<file path="src/logic/iocn_pkg.sv">
/*
 * Constants for the I/O cell and clock net block: register offsets,
 * field positions, reset values, selector encodings and rate figures.
 * Assumes a 32-bit classic Wishbone slave with byte addressing.
 */
package iocn_pkg;

	// ************************************************************
	// Sizes
	// ************************************************************
	localparam int IOCN_CELLS = 8;
	localparam int IOCN_SEQ = 8;
	localparam int IOCN_AW = 8;
	localparam int IOCN_DW = 32;

	// ************************************************************
	// Register byte offsets
	// ************************************************************
	localparam logic [IOCN_AW-1:0] IOCN_BYPASS_OFS = 8'h00;
	localparam logic [IOCN_AW-1:0] IOCN_CELLCFG_OFS = 8'h04;
	localparam logic [IOCN_AW-1:0] IOCN_SEQCFG_OFS = 8'h08;
	localparam logic [IOCN_AW-1:0] IOCN_ROUTE_OFS = 8'h0C;
	localparam logic [IOCN_AW-1:0] IOCN_STATUS_OFS = 8'h10;

	// ************************************************************
	// Field positions (low bit of each field)
	// ************************************************************
	localparam int IOCN_OUT_BYP_LSB = 0;
	localparam int IOCN_IN_BYP_LSB = 8;
	localparam int IOCN_PRESET_LSB = 0;
	localparam int IOCN_FB_SEL_LSB = 8;
	localparam int IOCN_LATCH_LSB = 0;
	localparam int IOCN_CKSEL_LSB = 8;
	localparam int IOCN_NET0_LSB = 0;
	localparam int IOCN_NET1_LSB = 2;
	localparam int IOCN_ST_OUT_LSB = 0;
	localparam int IOCN_ST_IN_LSB = 8;
	localparam int IOCN_ST_SEQ_LSB = 16;

	// ************************************************************
	// Reset values
	// ************************************************************
	localparam logic [IOCN_DW-1:0] IOCN_BYPASS_RST = 32'h0000_0000;
	localparam logic [IOCN_DW-1:0] IOCN_CELLCFG_RST = 32'h0000_0000;
	localparam logic [IOCN_DW-1:0] IOCN_SEQCFG_RST = 32'h0000_0000;
	localparam logic [IOCN_DW-1:0] IOCN_ROUTE_RST = 32'h0000_0000;
	localparam logic [IOCN_DW-1:0] IOCN_UNMAPPED_VAL = 32'h0000_0000;

	// ************************************************************
	// Selector encodings
	// ************************************************************
	typedef enum logic [1:0] {
		IOCN_SRC_PAD_A = 2'h0,
		IOCN_SRC_PAD_B = 2'h1,
		IOCN_SRC_INT_A = 2'h2,
		IOCN_SRC_INT_B = 2'h3
	} iocn_src_t;

	typedef enum logic [1:0] {
		IOCN_CK_NET0 = 2'h0,
		IOCN_CK_NET1 = 2'h1,
		IOCN_CK_ARRAY = 2'h2
	} iocn_cksel_t;

	// ************************************************************
	// Rate limits of the clock nets
	// ************************************************************
	localparam int IOCN_DEDICATED_MAX_MHZ = 200;
	localparam int IOCN_ROUTED_MAX_MHZ = 150;

endpackage

</file>
<file path="src/logic/iocn_top.sv">
/*
 * I/O cells with inbound and outbound registers, pad driver control,
 * sequential array cells and two routed clock nets with source select,
 * configured over a classic Wishbone slave.
 * Assumes one 200 MHz clock; every clock net is a one-cycle enable
 * pulse or level sampled on clk_i, and all inputs are synchronous.
 */
// Implementation choices: the Wishbone slave port and the address map.
// What this block does
// Each I/O cell has inbound and outbound registers on the I/O clock net.
// Either register can be bypassed to give a combinational path.
// Each register has its own load enable from the array.
// With load enable low at the clock, a register keeps its value.
// Preset/clear net initialises cell registers; per cell preset or clear.
// Feedback carries pad input or outbound register value into array.
// Pad driver is tristate; drive, receive, outbound and inbound signals.
// Global drive, receive enable and edge rate act only in programming mode.
// Special pins behave as normal I/O while programming mode is inactive.
// Sequential cell: combinational function plus clearable latch or flip-flop.
// Sequential cell clock picks routed net zero, one or array clock.
// Dedicated array and I/O clock nets feed registers without selection.
// Dedicated nets run up to 200 MHz, routed nets up to 150 MHz.
// Each routed net selects pad A, pad B, internal A or internal B.
// Routed nets may also carry resets, output enables or data enables.
`timescale 1ns/1ps

module iocn_top
	import iocn_pkg::*;
(
	input wire logic clk_i,
	input wire logic rst_i,
	// Wishbone slave
	input wire logic wb_cyc_i,
	input wire logic wb_stb_i,
	input wire logic wb_we_i,
	input wire logic [IOCN_AW-1:0] wb_adr_i,
	input wire logic [3:0] wb_sel_i,
	input wire logic [IOCN_DW-1:0] wb_dat_i,
	output logic [IOCN_DW-1:0] wb_dat_o,
	output logic wb_ack_o,
	// Dedicated clock nets, as enables on clk_i
	input wire logic io_register_clock_net_i,
	input wire logic array_clock_net_i,
	input wire logic io_preset_clear_net_i,
	// Array side of the I/O cells
	input wire logic [IOCN_CELLS-1:0] core_out_data_i,
	input wire logic [IOCN_CELLS-1:0] outbound_register_load_enable_i,
	input wire logic [IOCN_CELLS-1:0] inbound_register_load_enable_i,
	input wire logic [IOCN_CELLS-1:0] drive_enable_i,
	input wire logic [IOCN_CELLS-1:0] pad_receive_enable_i,
	output logic [IOCN_CELLS-1:0] cell_feedback_o,
	// Programming and test controls
	input wire logic program_mode_i,
	input wire logic global_drive_enable_i,
	input wire logic global_receive_enable_i,
	input wire logic [IOCN_CELLS-1:0] edge_rate_select_i,
	// Pads
	input wire logic [IOCN_CELLS-1:0] pad_i,
	output logic [IOCN_CELLS-1:0] pad_o,
	output logic [IOCN_CELLS-1:0] pad_oe_o,
	output logic [IOCN_CELLS-1:0] pad_slow_edge_o,
	// Routed clock sources and nets
	input wire logic routed_clock_pad_a_i,
	input wire logic routed_clock_pad_b_i,
	input wire logic internal_clock_source_a_i,
	input wire logic internal_clock_source_b_i,
	output logic routed_clock_net_zero_o,
	output logic routed_clock_net_one_o,
	// Sequential array cells
	input wire logic [IOCN_SEQ-1:0] seq_in_a_i,
	input wire logic [IOCN_SEQ-1:0] seq_in_b_i,
	input wire logic [IOCN_SEQ-1:0] seq_in_sel_i,
	input wire logic [IOCN_SEQ-1:0] sequential_clear_input_i,
	output logic [IOCN_SEQ-1:0] seq_q_o
);

	// ************************************************************
	// Helpers
	// ************************************************************

	// Byte-lane merge for Wishbone writes
	function automatic logic [IOCN_DW-1:0] iocn_merge(input logic [IOCN_DW-1:0] old_v,
		input logic [IOCN_DW-1:0] new_v, input logic [3:0] sel);
		logic [IOCN_DW-1:0] res;
		res = old_v;
		for (int b = 0; b < 4; b++) begin
			if (sel[b]) begin
				res[b*8 +: 8] = new_v[b*8 +: 8];
			end
		end
		return res;
	endfunction

	// Four-way routed net source selector
	function automatic logic iocn_route(input logic [1:0] src, input logic pa,
		input logic pb, input logic ia, input logic ib);
		logic v;
		case (iocn_src_t'(src))
			IOCN_SRC_PAD_A: v = pa;
			IOCN_SRC_PAD_B: v = pb;
			IOCN_SRC_INT_A: v = ia;
			IOCN_SRC_INT_B: v = ib;
			default: v = 1'b0;
		endcase
		return v;
	endfunction

	// ************************************************************
	// Configuration registers
	// ************************************************************
	logic [IOCN_DW-1:0] bypass_r;
	logic [IOCN_DW-1:0] cellcfg_r;
	logic [IOCN_DW-1:0] seqcfg_r;
	logic [IOCN_DW-1:0] route_r;
	logic wb_req;
	logic wb_wr;
	logic [IOCN_DW-1:0] rd_nxt;

	logic [IOCN_CELLS-1:0] out_q_r;
	logic [IOCN_CELLS-1:0] in_q_r;
	logic [IOCN_SEQ-1:0] seq_q_r;

	// A request is taken once; ack drops the cycle after it was given
	assign wb_req = wb_cyc_i & wb_stb_i & ~wb_ack_o;
	assign wb_wr = wb_req & wb_we_i;

	// Single-cycle answer, unmapped offsets ack with zero data
	always_ff @(posedge clk_i) begin
		if (rst_i) begin
			wb_ack_o <= 1'b0;
		end else begin
			wb_ack_o <= wb_req;
		end
	end

	// Register writes honour byte selects
	always_ff @(posedge clk_i) begin
		if (rst_i) begin
			bypass_r <= IOCN_BYPASS_RST;
			cellcfg_r <= IOCN_CELLCFG_RST;
			seqcfg_r <= IOCN_SEQCFG_RST;
			route_r <= IOCN_ROUTE_RST;
		end else if (wb_wr) begin
			case (wb_adr_i)
				IOCN_BYPASS_OFS: bypass_r <= iocn_merge(bypass_r, wb_dat_i, wb_sel_i);
				IOCN_CELLCFG_OFS: cellcfg_r <= iocn_merge(cellcfg_r, wb_dat_i, wb_sel_i);
				IOCN_SEQCFG_OFS: seqcfg_r <= iocn_merge(seqcfg_r, wb_dat_i, wb_sel_i);
				IOCN_ROUTE_OFS: route_r <= iocn_merge(route_r, wb_dat_i, wb_sel_i);
				default: ;
			endcase
		end
	end

	// Read mux; status shows live cell and sequential state
	always_comb begin
		rd_nxt = IOCN_UNMAPPED_VAL;
		case (wb_adr_i)
			IOCN_BYPASS_OFS: rd_nxt = bypass_r;
			IOCN_CELLCFG_OFS: rd_nxt = cellcfg_r;
			IOCN_SEQCFG_OFS: rd_nxt = seqcfg_r;
			IOCN_ROUTE_OFS: rd_nxt = route_r;
			IOCN_STATUS_OFS: begin
				rd_nxt[IOCN_ST_OUT_LSB +: IOCN_CELLS] = out_q_r;
				rd_nxt[IOCN_ST_IN_LSB +: IOCN_CELLS] = in_q_r;
				rd_nxt[IOCN_ST_SEQ_LSB +: IOCN_SEQ] = seq_q_r;
			end
			default: rd_nxt = IOCN_UNMAPPED_VAL;
		endcase
	end

	// Read data held in flops, valid with ack
	always_ff @(posedge clk_i) begin
		if (rst_i) begin
			wb_dat_o <= IOCN_UNMAPPED_VAL;
		end else if (wb_req & ~wb_we_i) begin
			wb_dat_o <= rd_nxt;
		end
	end

	// ************************************************************
	// Field views
	// ************************************************************
	logic [IOCN_CELLS-1:0] out_bypass;
	logic [IOCN_CELLS-1:0] in_bypass;
	logic [IOCN_CELLS-1:0] preset_sel;
	logic [IOCN_CELLS-1:0] fb_sel;
	logic [IOCN_SEQ-1:0] latch_mode;

	assign out_bypass = bypass_r[IOCN_OUT_BYP_LSB +: IOCN_CELLS];
	assign in_bypass = bypass_r[IOCN_IN_BYP_LSB +: IOCN_CELLS];
	assign preset_sel = cellcfg_r[IOCN_PRESET_LSB +: IOCN_CELLS];
	assign fb_sel = cellcfg_r[IOCN_FB_SEL_LSB +: IOCN_CELLS];
	assign latch_mode = seqcfg_r[IOCN_LATCH_LSB +: IOCN_SEQ];

	// ************************************************************
	// Pad drivers
	// ************************************************************
	logic [IOCN_CELLS-1:0] core_to_pad_value;
	logic [IOCN_CELLS-1:0] pad_to_core_value;
	logic [IOCN_CELLS-1:0] rx_en;

	// Global controls only take over while programming mode is active
	always_comb begin
		if (program_mode_i) begin
			pad_oe_o = {IOCN_CELLS{global_drive_enable_i}};
			rx_en = {IOCN_CELLS{global_receive_enable_i}};
			pad_slow_edge_o = edge_rate_select_i;
		end else begin
			pad_oe_o = drive_enable_i;
			rx_en = pad_receive_enable_i;
			pad_slow_edge_o = '0;
		end
	end

	// Tristate driver: value and enable kept apart for the bench wire
	assign pad_o = core_to_pad_value;
	assign pad_to_core_value = pad_i & rx_en;

	// ************************************************************
	// I/O cell registers
	// ************************************************************

	// Outbound register on the I/O clock net; preset/clear net wins
	always_ff @(posedge clk_i) begin
		if (rst_i) begin
			out_q_r <= '0;
		end else begin
			for (int i = 0; i < IOCN_CELLS; i++) begin
				if (io_preset_clear_net_i) begin
					out_q_r[i] <= preset_sel[i];
				end else if (io_register_clock_net_i & outbound_register_load_enable_i[i]) begin
					out_q_r[i] <= core_out_data_i[i];
				end
			end
		end
	end

	// Inbound register, same net; no load enable means hold
	always_ff @(posedge clk_i) begin
		if (rst_i) begin
			in_q_r <= '0;
		end else begin
			for (int i = 0; i < IOCN_CELLS; i++) begin
				if (io_preset_clear_net_i) begin
					in_q_r[i] <= preset_sel[i];
				end else if (io_register_clock_net_i & inbound_register_load_enable_i[i]) begin
					in_q_r[i] <= pad_to_core_value[i];
				end
			end
		end
	end

	// Bypass gives a combinational path, set cell by cell
	always_comb begin
		for (int i = 0; i < IOCN_CELLS; i++) begin
			core_to_pad_value[i] = out_bypass[i] ? core_out_data_i[i] : out_q_r[i];
			cell_feedback_o[i] = fb_sel[i] ? out_q_r[i]
				: (in_bypass[i] ? pad_to_core_value[i] : in_q_r[i]);
		end
	end

	// ************************************************************
	// Routed clock nets
	// ************************************************************

	// Both nets identical; also fit for resets and enables of high fanout
	assign routed_clock_net_zero_o = iocn_route(route_r[IOCN_NET0_LSB +: 2],
		routed_clock_pad_a_i, routed_clock_pad_b_i,
		internal_clock_source_a_i, internal_clock_source_b_i);
	assign routed_clock_net_one_o = iocn_route(route_r[IOCN_NET1_LSB +: 2],
		routed_clock_pad_a_i, routed_clock_pad_b_i,
		internal_clock_source_a_i, internal_clock_source_b_i);

	// Rates are bounded by clk_i: dedicated nets may pulse every cycle,
	// routed sources must not exceed 150 of every 200 cycles on average
	localparam int IOCN_ROUTED_PCT = (IOCN_ROUTED_MAX_MHZ * 100) / IOCN_DEDICATED_MAX_MHZ;

	// ************************************************************
	// Sequential array cells
	// ************************************************************
	logic [IOCN_SEQ-1:0] seq_ck;
	logic [IOCN_SEQ-1:0] seq_ck_prev_r;
	logic [IOCN_SEQ-1:0] seq_d;

	// Per-cell clock mux; the unused code falls back to the array clock
	always_comb begin
		for (int i = 0; i < IOCN_SEQ; i++) begin
			case (iocn_cksel_t'(seqcfg_r[IOCN_CKSEL_LSB + 2*i +: 2]))
				IOCN_CK_NET0: seq_ck[i] = routed_clock_net_zero_o;
				IOCN_CK_NET1: seq_ck[i] = routed_clock_net_one_o;
				IOCN_CK_ARRAY: seq_ck[i] = array_clock_net_i;
				default: seq_ck[i] = array_clock_net_i;
			endcase
			seq_d[i] = seq_in_sel_i[i] ? seq_in_b_i[i] : seq_in_a_i[i];
		end
	end

	// Previous clock level, for edge detection in flip-flop mode
	always_ff @(posedge clk_i) begin
		if (rst_i) begin
			seq_ck_prev_r <= '0;
		end else begin
			seq_ck_prev_r <= seq_ck;
		end
	end

	// Latch follows while clock high; flip-flop loads on rising level
	always_ff @(posedge clk_i) begin
		if (rst_i) begin
			seq_q_r <= '0;
		end else begin
			for (int i = 0; i < IOCN_SEQ; i++) begin
				if (sequential_clear_input_i[i]) begin
					seq_q_r[i] <= 1'b0;
				end else if (latch_mode[i] ? seq_ck[i] : (seq_ck[i] & ~seq_ck_prev_r[i])) begin
					seq_q_r[i] <= seq_d[i];
				end
			end
		end
	end

	assign seq_q_o = seq_q_r;

endmodule

</file>
<file path="config.mk">
export PLATFORM = sky130hd
export DESIGN_NAME = iocn_top
export DESIGN_NICKNAME = d
export VERILOG_FILES = /design/src/logic/iocn_pkg.sv /design/src/logic/iocn_top.sv
export SDC_FILE = /design/constraint.sdc
export NUM_CORES = 1
export LEC_CHECK = 0
export BUFFER_PORTS_ARGS = -buffer_cell sky130_fd_sc_hd__buf_2
export CAP_MARGIN = 0
export CELL_PAD_IN_SITES_DETAIL_PLACEMENT = 0
export CELL_PAD_IN_SITES_GLOBAL_PLACEMENT = 2
export CORE_ASPECT_RATIO = 0.75
export CORE_MARGIN = 2
export CORE_UTILIZATION = 31
export CTS_CLUSTER_DIAMETER = 100
export CTS_CLUSTER_SIZE = 20
export DETAILED_ROUTE_END_ITERATION = 12
export PLACE_DENSITY_LB_ADDON = 0.1
export SYNTH_ARGS = -nofsm -noshare
export SYNTH_HDL_FRONTEND = slang
export SYNTH_SLANG_ARGS = --single-unit
</file>
<file path="constraint.sdc">
create_clock -name clk_i -period 2 [get_ports clk_i]
set_input_delay 0.3 -clock clk_i [delete_from_list [all_inputs] [get_ports clk_i]]
set_output_delay 0.3 -clock clk_i [all_outputs]
set_load 0.05 [all_outputs]
</file>
==> results.json <==
{
  "period_needed_ns": 1.95,
  "crit_path_end_kind": "output pin",
  "synthTopCellsByCount": "dfxtp_1, o21ai_0, a21oi_1",
  "chipHeight_um": 156,
  "grt_max_degree": 82,
  "finalPower_mw": 8.41,
  "synth_area_leader_cell": "dfxtp_1",
  "synthesis.area_mm2": 0.00956,
  "yosysMostFrequentCell": "dfxtp_1",
  "slew_viol_final": 0,
  "finalSetupViolCount": 0,
  "cp.required_ns": 1.70,
  "synth_top_family_by_area": "compound AO/OA/AOI/OAI gates",
  "status": "completed",
  "via_per_inst": 5.33,
  "ant_nets": 0,
  "finalSetupTns_ns": 0,
  "grt_first_pass_wirelength_um": 53300,
  "total_leakage_power_nw": 4.30,
  "maxSlewHeadroom": 0.623,
  "rsz0062_at_grt": "no",
  "clkSinkCount": 193,
  "synth-compound-area-share": 0.277,
  "yosysTopAreaCellShare": 0.404,
  "synth_area_leaders": "dfxtp_1, o21ai_0, a21oi_1, nand3_1, mux2_2",
  "vias": 9283,
  "tightest_slew_ns": 0.566,
  "critical_path_peak_fanout": 4,
  "r2r_slack_ns": 0.07,
  "die_x_um": 207,
  "fillCellCount": 3166,
  "syn_area_per_cell_um2": 8.33,
  "portBuffers": 221,
  "holdBufCountCts": 0,
  "ir_drop_uv": 562,
  "globalplace.congestion": 0.793,
  "syn2layout_area_growth_pct": 24.3,
  "antenna_found_initial": 1,
  "wl_per_cell_um": 20.5,
  "drive_gt1_frac": 0.292,
  "async_flop_share": 0,
  "drt_iter0_markers": 630,
  "synth_fa_ha_area_frac": 0,
  "final_cells": 1742,
  "ys_warn_count": 0,
  "insertion_delay_ns": 0.44,
  "fmax_ghz": 0.512,
  "ctsLongestPathBuffers": 2,
  "ios": 222,
  "post-route-period-util": 0.976,
  "start_util": 0.316,
  "syn_nets": 1295,
  "drt_pass1_iterations": 5,
  "cts_inserted_buffers": 17,
  "hold_path.class": "in2reg",
  "dp.cells": 1705,
  "skew_ns": 0.0120,
  "final_util": 0.392,
  "htreeDepth": 4,
  "die_area_mm2": 0.0323,
  "fin_nets": 1476,
  "ys.flop_type": "dfxtp_1",
  "arrival_ns": 1.65,
  "synth_edf_count": 0,
  "clk_pin_slew_worst_paths_ns": 0.07,
  "seq_area_frac_synth": 0.404,
  "synth_cell_types": 40,
  "cts_tree": "done",
  "drv_cap": 0,
  "core_mm2": 0.0303,
  "holdWs_ns": 0.119,
  "crit_type": "reg2out",
  "cp-start-kind": "flop",
  "rows": 55,
  "powerDensity_mw_per_mm2": 707,
  "dpl.hpwl_um": 25800,
  "grt_usage": 0.219,
  "grt_pass1_vias": 8620,
  "wirelength_um": 35700,
  "cts_root_buf": "clkbuf_16",
  "synth_xor_area_frac": 0,
  "syn_inst": 1148,
  "hold_viol_final": 0,
  "drcViolationCount": 0,
  "ys_seq_elements": 193,
  "muxShareOfSynthArea": 0.0957,
  "grt_overflow": 0,
  "yosys.area_share.simple": 0.157
}
[critical path, stage by stage (launching register included)]
cell and delay [ns]:
dfxtp_2 0.36, mux4_2 0.64, buf_6 0.21
[final timing paths]
check                                  to  cells past startpoint          start
setup / recovery  routed_clock_net_zero_o                      2     route_r[1]
hold reg to reg             cellcfg_r[19]                      2  cellcfg_r[19]
hold / removal                   wb_ack_o                      3       wb_stb_i
setup reg to reg               seq_q_o[7]                      5     route_r[1]
[state kept, by name, summed over array words and instances (netlist names)]
name and count:
bypass_r 32, cellcfg_r 32, in_q_r 8, out_q_r 8, route_r 32, seq_ck_prev_r 8, seq_q_o 8, seqcfg_r 32
wb_ack_o 1, wb_dat_o 32
[report_power, final]
| group | total (mW) | switching (mW) | internal (mW) |
|---|---|---|---|
| Combinational | 1.09 | 0.719 | 0.368 |
| Sequential | 3.95 | 0.0503 | 3.90 |
| Clock | 3.37 | 1.59 | 1.78 |
| Total | 8.41 | 2.36 | 6.05 |
[cell type report]
type                       instances  area [um2]  share of cell area
multi-input combinational        808        5100               0.429
sequential                       193        3870               0.325
timing repair buffer             278        1740               0.146
tap                              399         499              0.0420
clock buffer                      19         453              0.0381
inverter                          31         116             0.00979
clock inverter                    12         110             0.00927
antenna                            2        5.00            0.000421
[metrics by stage]
step / worst slack, ns / cell area [um2]
5_1_grt: 0.00327 / 11900
4_1_cts: 0.000228 / 11900
3_5_place_dp: -0.0108 / 11300
6_report: 0.0474 / 11900
2_1_floorplan: -0.106 / 9570
3_3_place_gp: 0.0646 / 11300
[timing repair]
action | in CTS | in global routing
setup endpoints to repair | 2 | 5
cloned | 0 | 0
resized for setup | 4 | 6
pin swaps | 0 | 1
setup buffers | 4 | 0
[cell families after synthesis]
kind of cell | Yosys count
compound gates | 424
simple gates | 302
flops | 193
buf+inv | 147
mux | 82
[cell usage in the layout (no fill, tap or decap), types with 3 or more instances in the layout]
cell	instances
buf_2	218
dfxtp_1	191
a21oi_1	145
nand3_1	137
o21ai_0	136
nand2_1	61
mux2_2	55
nor2_1	41
buf_4	41
inv_1	31
a22oi_1	30
nor2b_1	25
mux2i_1	24
a32o_1	22
and2_1	20
a311oi_1	19
clkbuf_16	17
a211oi_1	15
buf_12	14
a311oi_2	13
o21ai_1	9
a31oi_1	8
a2bb2oi_1	8
o21a_1	8
a221o_1	7
buf_6	5
clkinvlp_4	4
clkinv_2	3
[routing by layer]
layer | routed length (um) | track usage | vias up
li1 | - | - | 4576
met4 | 254 | 0.0382 | 0
met1 | 18900 | 0.348 | 4456
met5 | 0 | 0 | -
met3 | 1800 | 0.0320 | 14
met2 | 14800 | 0.308 | 237
Note: power is estimated with default switching activity, not from simulation.
